===== config.mk =====
export PLATFORM = sky130hd
export DESIGN_NAME = operating_mode_wakeup_ctrl
export DESIGN_NICKNAME = d
export VERILOG_FILES = /design/src/hw/operating_mode_wakeup_ctrl.v
export VERILOG_INCLUDE_DIRS = /design/src /design/src/hw
export SDC_FILE = /design/constraint.sdc
export NUM_CORES = 1
export LEC_CHECK = 0
export ABC_AREA = 1
export BUFFER_PORTS_ARGS = -buffer_cell sky130_fd_sc_hd__buf_2
export CORE_UTILIZATION = 55
export CTS_CLUSTER_DIAMETER = 60
export CTS_CLUSTER_SIZE = 16
export DETAILED_ROUTE_END_ITERATION = 7
export PLACE_DENSITY = 0.93
export REMOVE_ABC_BUFFERS = 1
export SYNTH_ARGS = -nofsm -noshare
export SYNTH_HDL_FRONTEND = slang
export SYNTH_SLANG_ARGS = --single-unit

===== constraint.sdc =====
create_clock -name clk -period 2.72 [get_ports clk]
set_clock_uncertainty 0.1 [all_clocks]
set_input_delay 0 -clock clk [delete_from_list [all_inputs] [get_ports clk]]
set_output_delay 0 -clock clk [all_outputs]
set_load 0.02 [all_outputs]

===== src/hw/opmode_consts.vh =====
`ifndef OPMODE_CONSTS_VH
`define OPMODE_CONSTS_VH

// Register indices; byte address is four times the index
`define IDX_POWER_CONTROL 8'h87
`define IDX_PORT_WAKE_EN 8'h91
`define IDX_SYS_MODE 8'hce
`define IDX_WAKE_CONFIG 8'hf0
`define IDX_MODE_STATUS 8'hf1

// Power control fields
`define BIT_IDLE_REQ 0
`define BIT_STOP_REQ 1
// System mode control field
`define BIT_LOW_CLOCK_KEEP 0
// Wake configuration fields
`define BIT_HOSC_IS_RC 0
`define BIT_ADC_ON_LOW_CLK 1
`define BIT_T0_ON_LOW_CLK 2
`define BIT_WDT_ALWAYS_ON 3

// Reset values
`define RST_PORT_WAKE_EN 8'h00
`define RST_SYS_MODE 1'b0
`define RST_WAKE_CONFIG 4'h0

// Warm-up counts in oscillator clocks
`define WARM_XTAL_HOSC 2048
`define WARM_RC_HOSC 64
`define WARM_LOSC 4

`endif


===== src/hw/operating_mode_wakeup_ctrl.v =====
// What this block does
// - Keep bit chooses low clock in STOP
// - Stop bit write enters STOP mode
// - Hardware clears stop bit on wake
// - Idle bit write enters IDLE mode
// - Hardware clears idle bit on wake
// - STOP halts oscillators except low clock kept by keep or watchdog bit
// - STOP keeps all software register bits; it clears the warm-up counters
// - First port always wakes; second port per enable
// - ADC/timer-zero wake needs low clock and keep
// - IDLE wakes on enabled interrupt with global enable
// - Wake on rising or falling pin edge
// - Crystal wake waits 2048 plus 4 clocks
// - RC wake waits 64 plus 4 clocks
// - Interrupt wake sets flag, then service runs
// - Reset starts in normal mode
// - IDLE keeps peripherals; STOP gates them all
// - Per-pin second port wake enable, reset 0
// - Idle is bit 0, stop bit 1
//
// Register access over APB was chosen for this implementation.
`timescale 1ns/1ps
`include "opmode_consts.vh"

module operating_mode_wakeup_ctrl #(
    // Pin and interrupt vector widths
    parameter PORT_W = 8,
    parameter INT_W = 8,
    // Warm-up lengths in oscillator clocks; shorten only for simulation
    // Limitation: counters hold WARM_XTAL up to 4095 and WARM_LOW up to 7
    parameter WARM_XTAL = `WARM_XTAL_HOSC,
    parameter WARM_RC = `WARM_RC_HOSC,
    parameter WARM_LOW = `WARM_LOSC
) (
    // Clock and reset
    input wire clk,
    input wire reset,
    // APB slave
    input wire psel,
    input wire penable,
    input wire pwrite,
    input wire [11:0] paddr,
    input wire [31:0] pwdata,
    output reg [31:0] prdata,
    output reg pready,
    output reg pslverr,
    // Wake pins
    input wire [PORT_W-1:0] first_port,
    input wire [PORT_W-1:0] second_port,
    // Interrupt side
    input wire global_interrupt_enable,
    input wire [INT_W-1:0] int_request,
    input wire [INT_W-1:0] int_enable,
    input wire adc_irq,
    input wire timer_zero_irq,
    // Oscillator ticks, one pulse per oscillator clock
    input wire hosc_tick,
    input wire losc_tick,
    // Clock and mode controls
    output reg cpu_clk_en,
    output reg periph_clk_en,
    output reg hosc_run,
    output reg losc_run,
    output reg int_logic_en,
    output reg [1:0] wake_flag_set,
    output reg [2:0] mode_state
);

    // Mode states
    // Warm-up is split so the high and low counts stay separate
    // Codes are visible on mode_state and in the status register
    // Running: every clock on
    localparam ST_NORMAL = 3'd0;
    // Processor clock gated, peripherals run
    localparam ST_IDLE = 3'd1;
    // Everything halted but the low clock kept by keep or watchdog bit
    localparam ST_STOP = 3'd2;
    // Oscillators settling after a STOP wake
    // Warm states count as STOP for peripheral gating
    localparam ST_WARM_H = 3'd3;
    localparam ST_WARM_L = 3'd4;

    // Register state; STOP leaves the software bits alone but clears the warm-up counters
    // Power control request bits
    reg idle_req_reg;
    reg stop_req_reg;
    // Low clock keep bit
    reg keep_reg;
    // Per-pin enables for the second port
    reg [PORT_W-1:0] wake_en_reg;
    // Oscillator type and low-clock wake sources
    reg [3:0] cfg_reg;
    // Mode state and its next value
    reg [2:0] state_reg;
    reg [2:0] state_next;
    // Warm-up progress, cleared while in STOP
    reg [11:0] hcnt_reg;
    reg [2:0] lcnt_reg;
    // Cause of the last STOP wake as {adc, timer zero}
    reg [1:0] cause_reg;

    // Pin synchronisers and previous levels
    // Reset to zero, so a pin high at release reads as a later edge
    reg [PORT_W-1:0] p0_s1_reg;
    reg [PORT_W-1:0] p0_s2_reg;
    reg [PORT_W-1:0] p0_old_reg;
    // Second port, same structure
    reg [PORT_W-1:0] p1_s1_reg;
    reg [PORT_W-1:0] p1_s2_reg;
    reg [PORT_W-1:0] p1_old_reg;

    // Decoded bus strobes
    // Setup phase: read data is latched here, one cycle ahead of access
    wire setup_ph = psel & ~penable;
    // Write lands only on the access edge that also sees pready
    wire wr_stb = psel & penable & pready & pwrite;
    // Word index; the two low address bits are ignored
    // Limitation: misaligned byte addresses alias onto the same word
    wire [9:0] idx = paddr[11:2];

    // Index match helper, used by read and write decoding
    // Upper index bits must be zero, so no register aliases higher up
    function hit;
        input [9:0] a;
        input [7:0] r;
        begin
            hit = (a == {2'b00, r});
        end
    endfunction

    // Write strobes; the status register ignores writes
    wire wr_power_control_register = wr_stb & hit(idx, `IDX_POWER_CONTROL);
    wire wr_wake = wr_stb & hit(idx, `IDX_PORT_WAKE_EN);
    wire wr_mode = wr_stb & hit(idx, `IDX_SYS_MODE);
    wire wr_cfg = wr_stb & hit(idx, `IDX_WAKE_CONFIG);

    // Edge on any enabled pin, either direction
    // Synchronised level against its copy one cycle older
    // First port has no enable; second port is masked per pin
    wire [PORT_W-1:0] p0_chg = p0_s2_reg ^ p0_old_reg;
    wire [PORT_W-1:0] p1_chg = (p1_s2_reg ^ p1_old_reg) & wake_en_reg;
    wire pin_wake = (|p0_chg) | (|p1_chg);

    // Low-clock interrupt wake, only while low clock survives STOP
    // Other interrupt logic is halted in STOP and cannot wake it
    // The irq inputs are levels from blocks on the low clock
    wire adc_wake = adc_irq & cfg_reg[`BIT_ADC_ON_LOW_CLK] & keep_reg;
    wire t0_wake = timer_zero_irq & cfg_reg[`BIT_T0_ON_LOW_CLK] & keep_reg;
    wire stop_wake = pin_wake | adc_wake | t0_wake;

    // Any enabled interrupt under the global enable
    // Pin changes wake IDLE just as they wake STOP
    wire idle_wake = pin_wake |
        (global_interrupt_enable & (|(int_request & int_enable)));

    // Warm-up length picked by oscillator type
    // Hazard: changing the type bit during warm-up moves the end point
    wire [11:0] hosc_target = cfg_reg[`BIT_HOSC_IS_RC] ?
        WARM_RC[11:0] : WARM_XTAL[11:0];

    // Done on the tick that completes the count, not the one after
    wire warm_h_done = hosc_tick & (hcnt_reg == hosc_target - 12'd1);
    // Low count ends by the same rule
    wire warm_l_done = losc_tick & (lcnt_reg == WARM_LOW[2:0] - 3'd1);

    // Two-flop synchronisers; first stage feeds only the second
    // Trade-off: two cycles of wake latency buy metastability margin
    // Pins are taken as sampled by clk, which this model never stops
    // Old copies give the level one cycle earlier
    always @(posedge clk) begin
        if (reset) begin
            p0_s1_reg <= {PORT_W{1'b0}};
            p0_s2_reg <= {PORT_W{1'b0}};
            p1_s1_reg <= {PORT_W{1'b0}};
            p1_s2_reg <= {PORT_W{1'b0}};
            p0_old_reg <= {PORT_W{1'b0}};
            p1_old_reg <= {PORT_W{1'b0}};
        end else begin
            p0_s1_reg <= first_port;
            p0_s2_reg <= p0_s1_reg;
            p1_s1_reg <= second_port;
            p1_s2_reg <= p1_s1_reg;
            p0_old_reg <= p0_s2_reg;
            p1_old_reg <= p1_s2_reg;
        end
    end

    // Mode sequencing
    // Power writes outside NORMAL only store bits, no transition
    always @* begin
        state_next = state_reg;
        case (state_reg)
            ST_NORMAL: begin
                // Stop wins if both bits are written together
                if (wr_power_control_register && pwdata[`BIT_STOP_REQ])
                    state_next = ST_STOP;
                else if (wr_power_control_register && pwdata[`BIT_IDLE_REQ])
                    state_next = ST_IDLE;
            end
            ST_IDLE: begin
                // High clock never stopped, so no warm-up
                if (idle_wake)
                    state_next = ST_NORMAL;
            end
            ST_STOP: begin
                // Enabled pin edge or a kept low-clock interrupt
                if (stop_wake)
                    state_next = ST_WARM_H;
            end
            ST_WARM_H: begin
                // High oscillator settles first
                if (warm_h_done)
                    state_next = ST_WARM_L;
            end
            ST_WARM_L: begin
                // Then a few low oscillator ticks
                if (warm_l_done)
                    state_next = ST_NORMAL;
            end
            default: begin
                // Unused codes fall back to NORMAL
                state_next = ST_NORMAL;
            end
        endcase
    end

    // State, warm-up counters and wake cause
    // Only one counter moves at a time, so no priority clash
    // cause_reg outlives the wake so the status register can show it
    always @(posedge clk) begin
        if (reset) begin
            state_reg <= ST_NORMAL;
            hcnt_reg <= 12'h000;
            lcnt_reg <= 3'h0;
            cause_reg <= 2'b00;
        end else begin
            state_reg <= state_next;
            // Counters cleared on STOP entry so each wake counts fresh
            if (state_reg == ST_STOP) begin
                hcnt_reg <= 12'h000;
                lcnt_reg <= 3'h0;
                if (stop_wake)
                    cause_reg <= {adc_wake, t0_wake};
            end else if (state_reg == ST_WARM_H && hosc_tick) begin
                hcnt_reg <= hcnt_reg + 12'd1;
            end else if (state_reg == ST_WARM_L && losc_tick) begin
                lcnt_reg <= lcnt_reg + 3'd1;
            end
        end
    end

    // Software registers; hardware clear on wake
    // Writes land in any mode; only NORMAL acts on the request bits
    // Reserved bits are dropped on write and read back as zero
    // Idle bit clears on IDLE wake, stop bit when warm-up ends; a bit stored without its own transition stays set
    always @(posedge clk) begin
        if (reset) begin
            idle_req_reg <= 1'b0;
            stop_req_reg <= 1'b0;
            keep_reg <= `RST_SYS_MODE;
            wake_en_reg <= `RST_PORT_WAKE_EN;
            cfg_reg <= `RST_WAKE_CONFIG;
        end else begin
            // A fresh software set wins over the wake-time clear
            if (wr_power_control_register)
                idle_req_reg <= pwdata[`BIT_IDLE_REQ];
            else if (state_reg == ST_IDLE && idle_wake)
                idle_req_reg <= 1'b0;
            if (wr_power_control_register)
                stop_req_reg <= pwdata[`BIT_STOP_REQ];
            else if (state_reg == ST_WARM_L && warm_l_done)
                stop_req_reg <= 1'b0;
            // Keep bit is sampled live, so it must be set before STOP
            if (wr_mode)
                keep_reg <= pwdata[`BIT_LOW_CLOCK_KEEP];
            if (wr_wake)
                wake_en_reg <= pwdata[PORT_W-1:0];
            if (wr_cfg)
                cfg_reg <= pwdata[3:0];
        end
    end

    // Clock gating and wake flag outputs
    // All enables come from state_next, so they move with mode_state
    // The high oscillator runs through warm-up; its ticks are counted
    // Limitation: the flag pulse lasts one cycle; the sink must latch it
    always @(posedge clk) begin
        if (reset) begin
            cpu_clk_en <= 1'b1;
            periph_clk_en <= 1'b1;
            hosc_run <= 1'b1;
            losc_run <= 1'b1;
            int_logic_en <= 1'b1;
            wake_flag_set <= 2'b00;
            mode_state <= ST_NORMAL;
        end else begin
            mode_state <= state_next;
            cpu_clk_en <= (state_next == ST_NORMAL);
            // Peripherals stay up in IDLE, down through STOP and warm-up
            periph_clk_en <= (state_next == ST_NORMAL) ||
                (state_next == ST_IDLE);
            int_logic_en <= (state_next == ST_NORMAL) ||
                (state_next == ST_IDLE);
            hosc_run <= (state_next != ST_STOP);
            // Watchdog always-on also keeps the low clock in STOP
            losc_run <= (state_next != ST_STOP) || keep_reg ||
                cfg_reg[`BIT_WDT_ALWAYS_ON];
            // Request flags raised as warm-up ends, so service follows
            if (state_reg == ST_WARM_L && warm_l_done)
                wake_flag_set <= cause_reg;
            else
                wake_flag_set <= 2'b00;
        end
    end

    // APB answer, registered in setup so access sees it at once
    // Zero wait states: pready rises in the first access cycle
    // prdata reads zero outside the access cycle
    // Unmapped index: pslverr with pready, write ignored
    always @(posedge clk) begin
        if (reset) begin
            prdata <= 32'h0000_0000;
            pready <= 1'b0;
            pslverr <= 1'b0;
        end else begin
            pready <= setup_ph;
            pslverr <= 1'b0;
            prdata <= 32'h0000_0000;
            if (setup_ph) begin
                if (hit(idx, `IDX_POWER_CONTROL))
                    prdata <= {30'h0, stop_req_reg, idle_req_reg};
                else if (hit(idx, `IDX_PORT_WAKE_EN))
                    prdata <= {{(32-PORT_W){1'b0}}, wake_en_reg};
                else if (hit(idx, `IDX_SYS_MODE))
                    prdata <= {31'h0, keep_reg};
                else if (hit(idx, `IDX_WAKE_CONFIG))
                    prdata <= {28'h0, cfg_reg};
                // Status is read-only
                else if (hit(idx, `IDX_MODE_STATUS))
                    prdata <= {27'h0, cause_reg, state_reg};
                else
                    pslverr <= 1'b1; // Unmapped: error, reads zero
            end
        end
    end

endmodule // operating_mode_wakeup_ctrl


==> results.md <==
| Result | Reported | Unit |
|---|---|---|
| Total via count in the routed design | 4204 | - |
| Wire per inst | 12.6 | µm |
| Share of async-settable or async-resettable flops after synthesis | 0 | % |
| Initial Util | 58.1 | % |
| Post-detailed-route via-to-cell ratio | 5.07 | - |
| Most utilized layer in the global route result | met2 | - |
| Vertical die dimension | 90.4 | µm |
| Remaining Overflow, GRT | 0 | - |
| Die X-Extent | 90.4 | µm |
| RSZ-0062 raised after global routing | no | - |
| Count of synthesis-stage warnings from yosys | 0 | - |
| Clock network latency to the later pin of the worst-skew pair | 0.37 | ns |
| Nets@finish | 814 | - |
| Clock Pin Slew Worst Setup and Hold Paths | 0.10 | ns |
| Transition time of the tightest slew-check pin | 0.563 | ns |
| Num Clock Sinks | 99 | - |
| Vias in the first global route | 4074 | - |
| Met1 usage | 28.0 | % |
| Routability-driven placement congestion ratio | 0.920 | - |
| Level count of the clock H-tree | 3 | - |
| Ranking of synthesized cells by area | sky130_fd_sc_hd__dfxtp_1 (46%), sky130_fd_sc_hd__nand2_1 (11%), sky130_fd_sc_hd__inv_1 (10%) | - |
| Critical Setup Path Class | reg -> reg | - |
| Fraction of the yosys area taken by sequential cells | 46.1 | % |
| Area fraction of the dominant cell type after synthesis | 46.1 | % |
| Hold violation count in the final report | 0 | - |
| CTS resizes | 0 | - |
| Fraction of the cycle the final worst path needs | 79.4 | % |
| HPWL after DPL | 6.59 | mm |
| Area taken by flip-flops and latches | 1980 | µm² |
| Required time at the endpoint of the critical path | 2.87 | ns |
| HP Start | psel | - |
| Number of antenna violations at the first check in global routing | 0 | - |
| Most frequently used flop master after synthesis | sky130_fd_sc_hd__dfxtp_1 | - |
| Filler cell count in the final layout | 518 | - |
| Flops & latches, synth | 99 | - |
| Final min period | 2.16 | ns |
| Critical path peak fanout | 9 | - |
| Post-Route Utilization | 71.5 | % |
| Total detailed-routing wirelength | 10.4 | mm |
| Post-place setup slack | 0.837 | ns |
| Port Buffers | 79 | - |
| Maximum capacitance violations | 0 | - |
| Flip-flop count of the largest register, all copies and words added | 12 | - |
| Result of the run | finished clean | - |
| Global-route total usage across every layer | 26.2 | % |
| Final-layout worst hold slack | 0.0238 | ns |
| Cell taking the most area after synthesis | sky130_fd_sc_hd__dfxtp_1 | - |
| Endpoint class of the critical path | register | - |
| Worst-path cell chain | nand2_1, nor2_2, nand3_1, o21ai_0, dlygate4sd3_1, a21oi_1 | - |
| Met2 usage | 47.0 | % |
| Setup total negative slack | 0 | ns |
| Count of routing violations after the opening detailed-route iteration | 300 | - |
| Core box area | 7410 | µm² |
| Worst setup startpoint | pready$_SDFF_PP0_ | - |
| Peak per-stage delay on the critical path | 0.58 | ns |
| Ports | 130 | - |
| Synth cell types | 36 | - |
| Count of antenna diodes in the layout | 0 | - |
| EDFF count, synth | 0 | - |
| CP Data Arrival Time | 2.31 | ns |
| Count of TritonRoute iterations in the first routing pass | 7 | - |
| Reg-to-reg critical path startpoint | pready$_SDFF_PP0_ | - |
| Max-slew violation total from the final report | 0 | - |
| Static Leak | 2.50 | nW |
| Clock tree from TritonCTS | yes | - |
| Total area of multi-input combinational cells | 1730 | µm² |
| Slack of the critical path | 0.560 | ns |
| Clock buffer count from CTS | 9 | - |
| Area enclosed by the die boundary | 8180 | µm² |
| Timing-limited maximum frequency | 463 | MHz |
| Max Buffers Root-to-Sink | 2 | - |
| CP max-delay cell | sky130_fd_sc_hd__dlygate4sd3_1 | - |
| DRT antenna net count | 0 | - |
| Share of cells above drive strength 1 | 15.8 | % |
| First-pass GRT wire length | 17.3 | mm |
| Power per unit of standard cell area | 534 | nW/µm² |
| Highest ir drop seen on vdd | 355 | µV |
| Final setup viols | 0 | - |
| Per-instance average area after synthesis | 7.08 | µm² |
| Area growth, synth to finish | 23.1 | % |
| Nature of the critical path startpoint | register | - |
| Number of setup buffers added after CTS | 0 | - |
| Cell chosen for the clock root | sky130_fd_sc_hd__clkbuf_8 | - |
| Summed instance area of the synthesized netlist | 4300 | µm² |
| Met3 layer usage reported by global route | 4.46 | % |
| Total number of placement rows | 31 | - |
| Post-Synthesis Cells | 608 | - |
| Count of unresolved DRC violations after routing | 0 | - |
| Hold Path Class | in -> reg | - |
| Largest net degree at the start of global routing | 57 | - |
| Headroom to the max-slew limit | 62.5 | % |
[layout make-up]
type                    count  area share, %
flip-flops and latches     99           37.4
multi-input cells         379           32.7
repair buffers            117           14.6
inverters                 119           8.44
clock buffers              10           2.60
well taps                  99           2.34
clock inverters             6           1.94
[layer usage]
layer / up-vias / share of wire, %
met5: - / 0
met4: 0 / 5.5
met3: 60 / 7.2
met2: 254 / 50
met1: 1853 / 37
li1: 2037 / -
[timing repair]
item / in CTS / in global routing
setup endpoints to repair: 0 / 0
endpoints found under the hold margin: 46 / 0
hold buffers: 37 / 0
[report_power, final]
part	switching, W	total, W	internal, W
Sequential	0.0000124	0.00149	0.00148
Clock	0.000538	0.00110	0.000561
Combinational	0.000138	0.000238	0.000100
Total	0.000689	0.00283	0.00214
[critical path, delay by kind of cell, from the launching register on]
kind	cells	cell delay, ns
DFF	1	0.34
and+or+nand+nor	3	0.76
buffers and inverters	1	0.58
AOI/OAI and AO/OA	2	0.28
[through the flow]
stage | power [W] | instances | area, µm²
after CTS | 0.00283 | 829 | 5300
after floorplan | 0.00163 | 597 | 4160
after global routing | 0.00292 | 829 | 5300
final | 0.00283 | 829 | 5300
after detailed placement | 0.00171 | 776 | 4680
after global placement | 0.00170 | 776 | 4680
[cells in the mapped netlist (2+ instances only)]
cell type and number:
sky130_fd_sc_hd__nor2_2 2, sky130_fd_sc_hd__nor2_1 95, sky130_fd_sc_hd__or2_0 2, sky130_fd_sc_hd__a211oi_1 2, sky130_fd_sc_hd__buf_4 25, sky130_fd_sc_hd__inv_2 3
sky130_fd_sc_hd__xor2_1 3, sky130_fd_sc_hd__ha_1 3, sky130_fd_sc_hd__o21ai_0 26, sky130_fd_sc_hd__nand2_1 123, sky130_fd_sc_hd__a21oi_2 3, sky130_fd_sc_hd__nand3_1 32
sky130_fd_sc_hd__nand3_2 2, sky130_fd_sc_hd__inv_1 116, sky130_fd_sc_hd__nor2_4 2, sky130_fd_sc_hd__nand4_1 12, sky130_fd_sc_hd__dfxtp_1 99, sky130_fd_sc_hd__nor3_1 6
sky130_fd_sc_hd__clkbuf_1 7, sky130_fd_sc_hd__a21oi_1 27, sky130_fd_sc_hd__nor3_2 2, sky130_fd_sc_hd__nand2_2 2
[kinds of logic after synthesis]
kind of cell    share of synthesized area (%)
fa+ha+maj                               0.873
compound gates                           8.09
other cells                            0.0872
simple gates                             28.3
buf+inv                                  15.7
flops                                    46.1
xor+xnor                                0.815
[final timing paths]
check / to / depth (start not counted) / slack, ns
worst min-delay path: keep_reg$_SDFFE_PP0P_ / 5 / 0.02
worst max register to register: cfg_reg[2]$_SDFFE_PP0P_ / 6 / 0.56
worst min register to register: p1_s2_reg[4]$_SDFF_PP0_ / 2 / 0.31
worst max-delay path: cfg_reg[2]$_SDFFE_PP0P_ / 6 / 0.56
[placed cells by master (no fill, tap or decap), types with 2 or more instances in the layout]
cell / Yosys / routed
sky130_fd_sc_hd__nand2_1: 123 / 123
sky130_fd_sc_hd__inv_1: 116 / 116
sky130_fd_sc_hd__dfxtp_1: 99 / 99
sky130_fd_sc_hd__nor2_1: 95 / 95
sky130_fd_sc_hd__buf_2: 1 / 79
sky130_fd_sc_hd__dlygate4sd3_1: 0 / 37
sky130_fd_sc_hd__nand3_1: 32 / 32
sky130_fd_sc_hd__a21oi_1: 27 / 27
sky130_fd_sc_hd__o21ai_0: 26 / 26
sky130_fd_sc_hd__conb_1: 1 / 24
sky130_fd_sc_hd__nand4_1: 12 / 12
sky130_fd_sc_hd__clkbuf_8: 0 / 10
sky130_fd_sc_hd__nor3_1: 6 / 6
sky130_fd_sc_hd__inv_2: 3 / 3
sky130_fd_sc_hd__a21oi_2: 3 / 3
sky130_fd_sc_hd__xor2_1: 3 / 3
sky130_fd_sc_hd__ha_1: 3 / 3
sky130_fd_sc_hd__inv_6: 0 / 3
sky130_fd_sc_hd__nand3_2: 2 / 2
sky130_fd_sc_hd__nor2_4: 2 / 2
sky130_fd_sc_hd__nand2_2: 2 / 2
sky130_fd_sc_hd__or2_0: 2 / 2
sky130_fd_sc_hd__a211oi_1: 2 / 2
sky130_fd_sc_hd__nor2_2: 2 / 2
sky130_fd_sc_hd__nor3_2: 2 / 2
sky130_fd_sc_hd__bufinv_16: 0 / 2
Note: power is estimated with default switching activity, not from simulation.
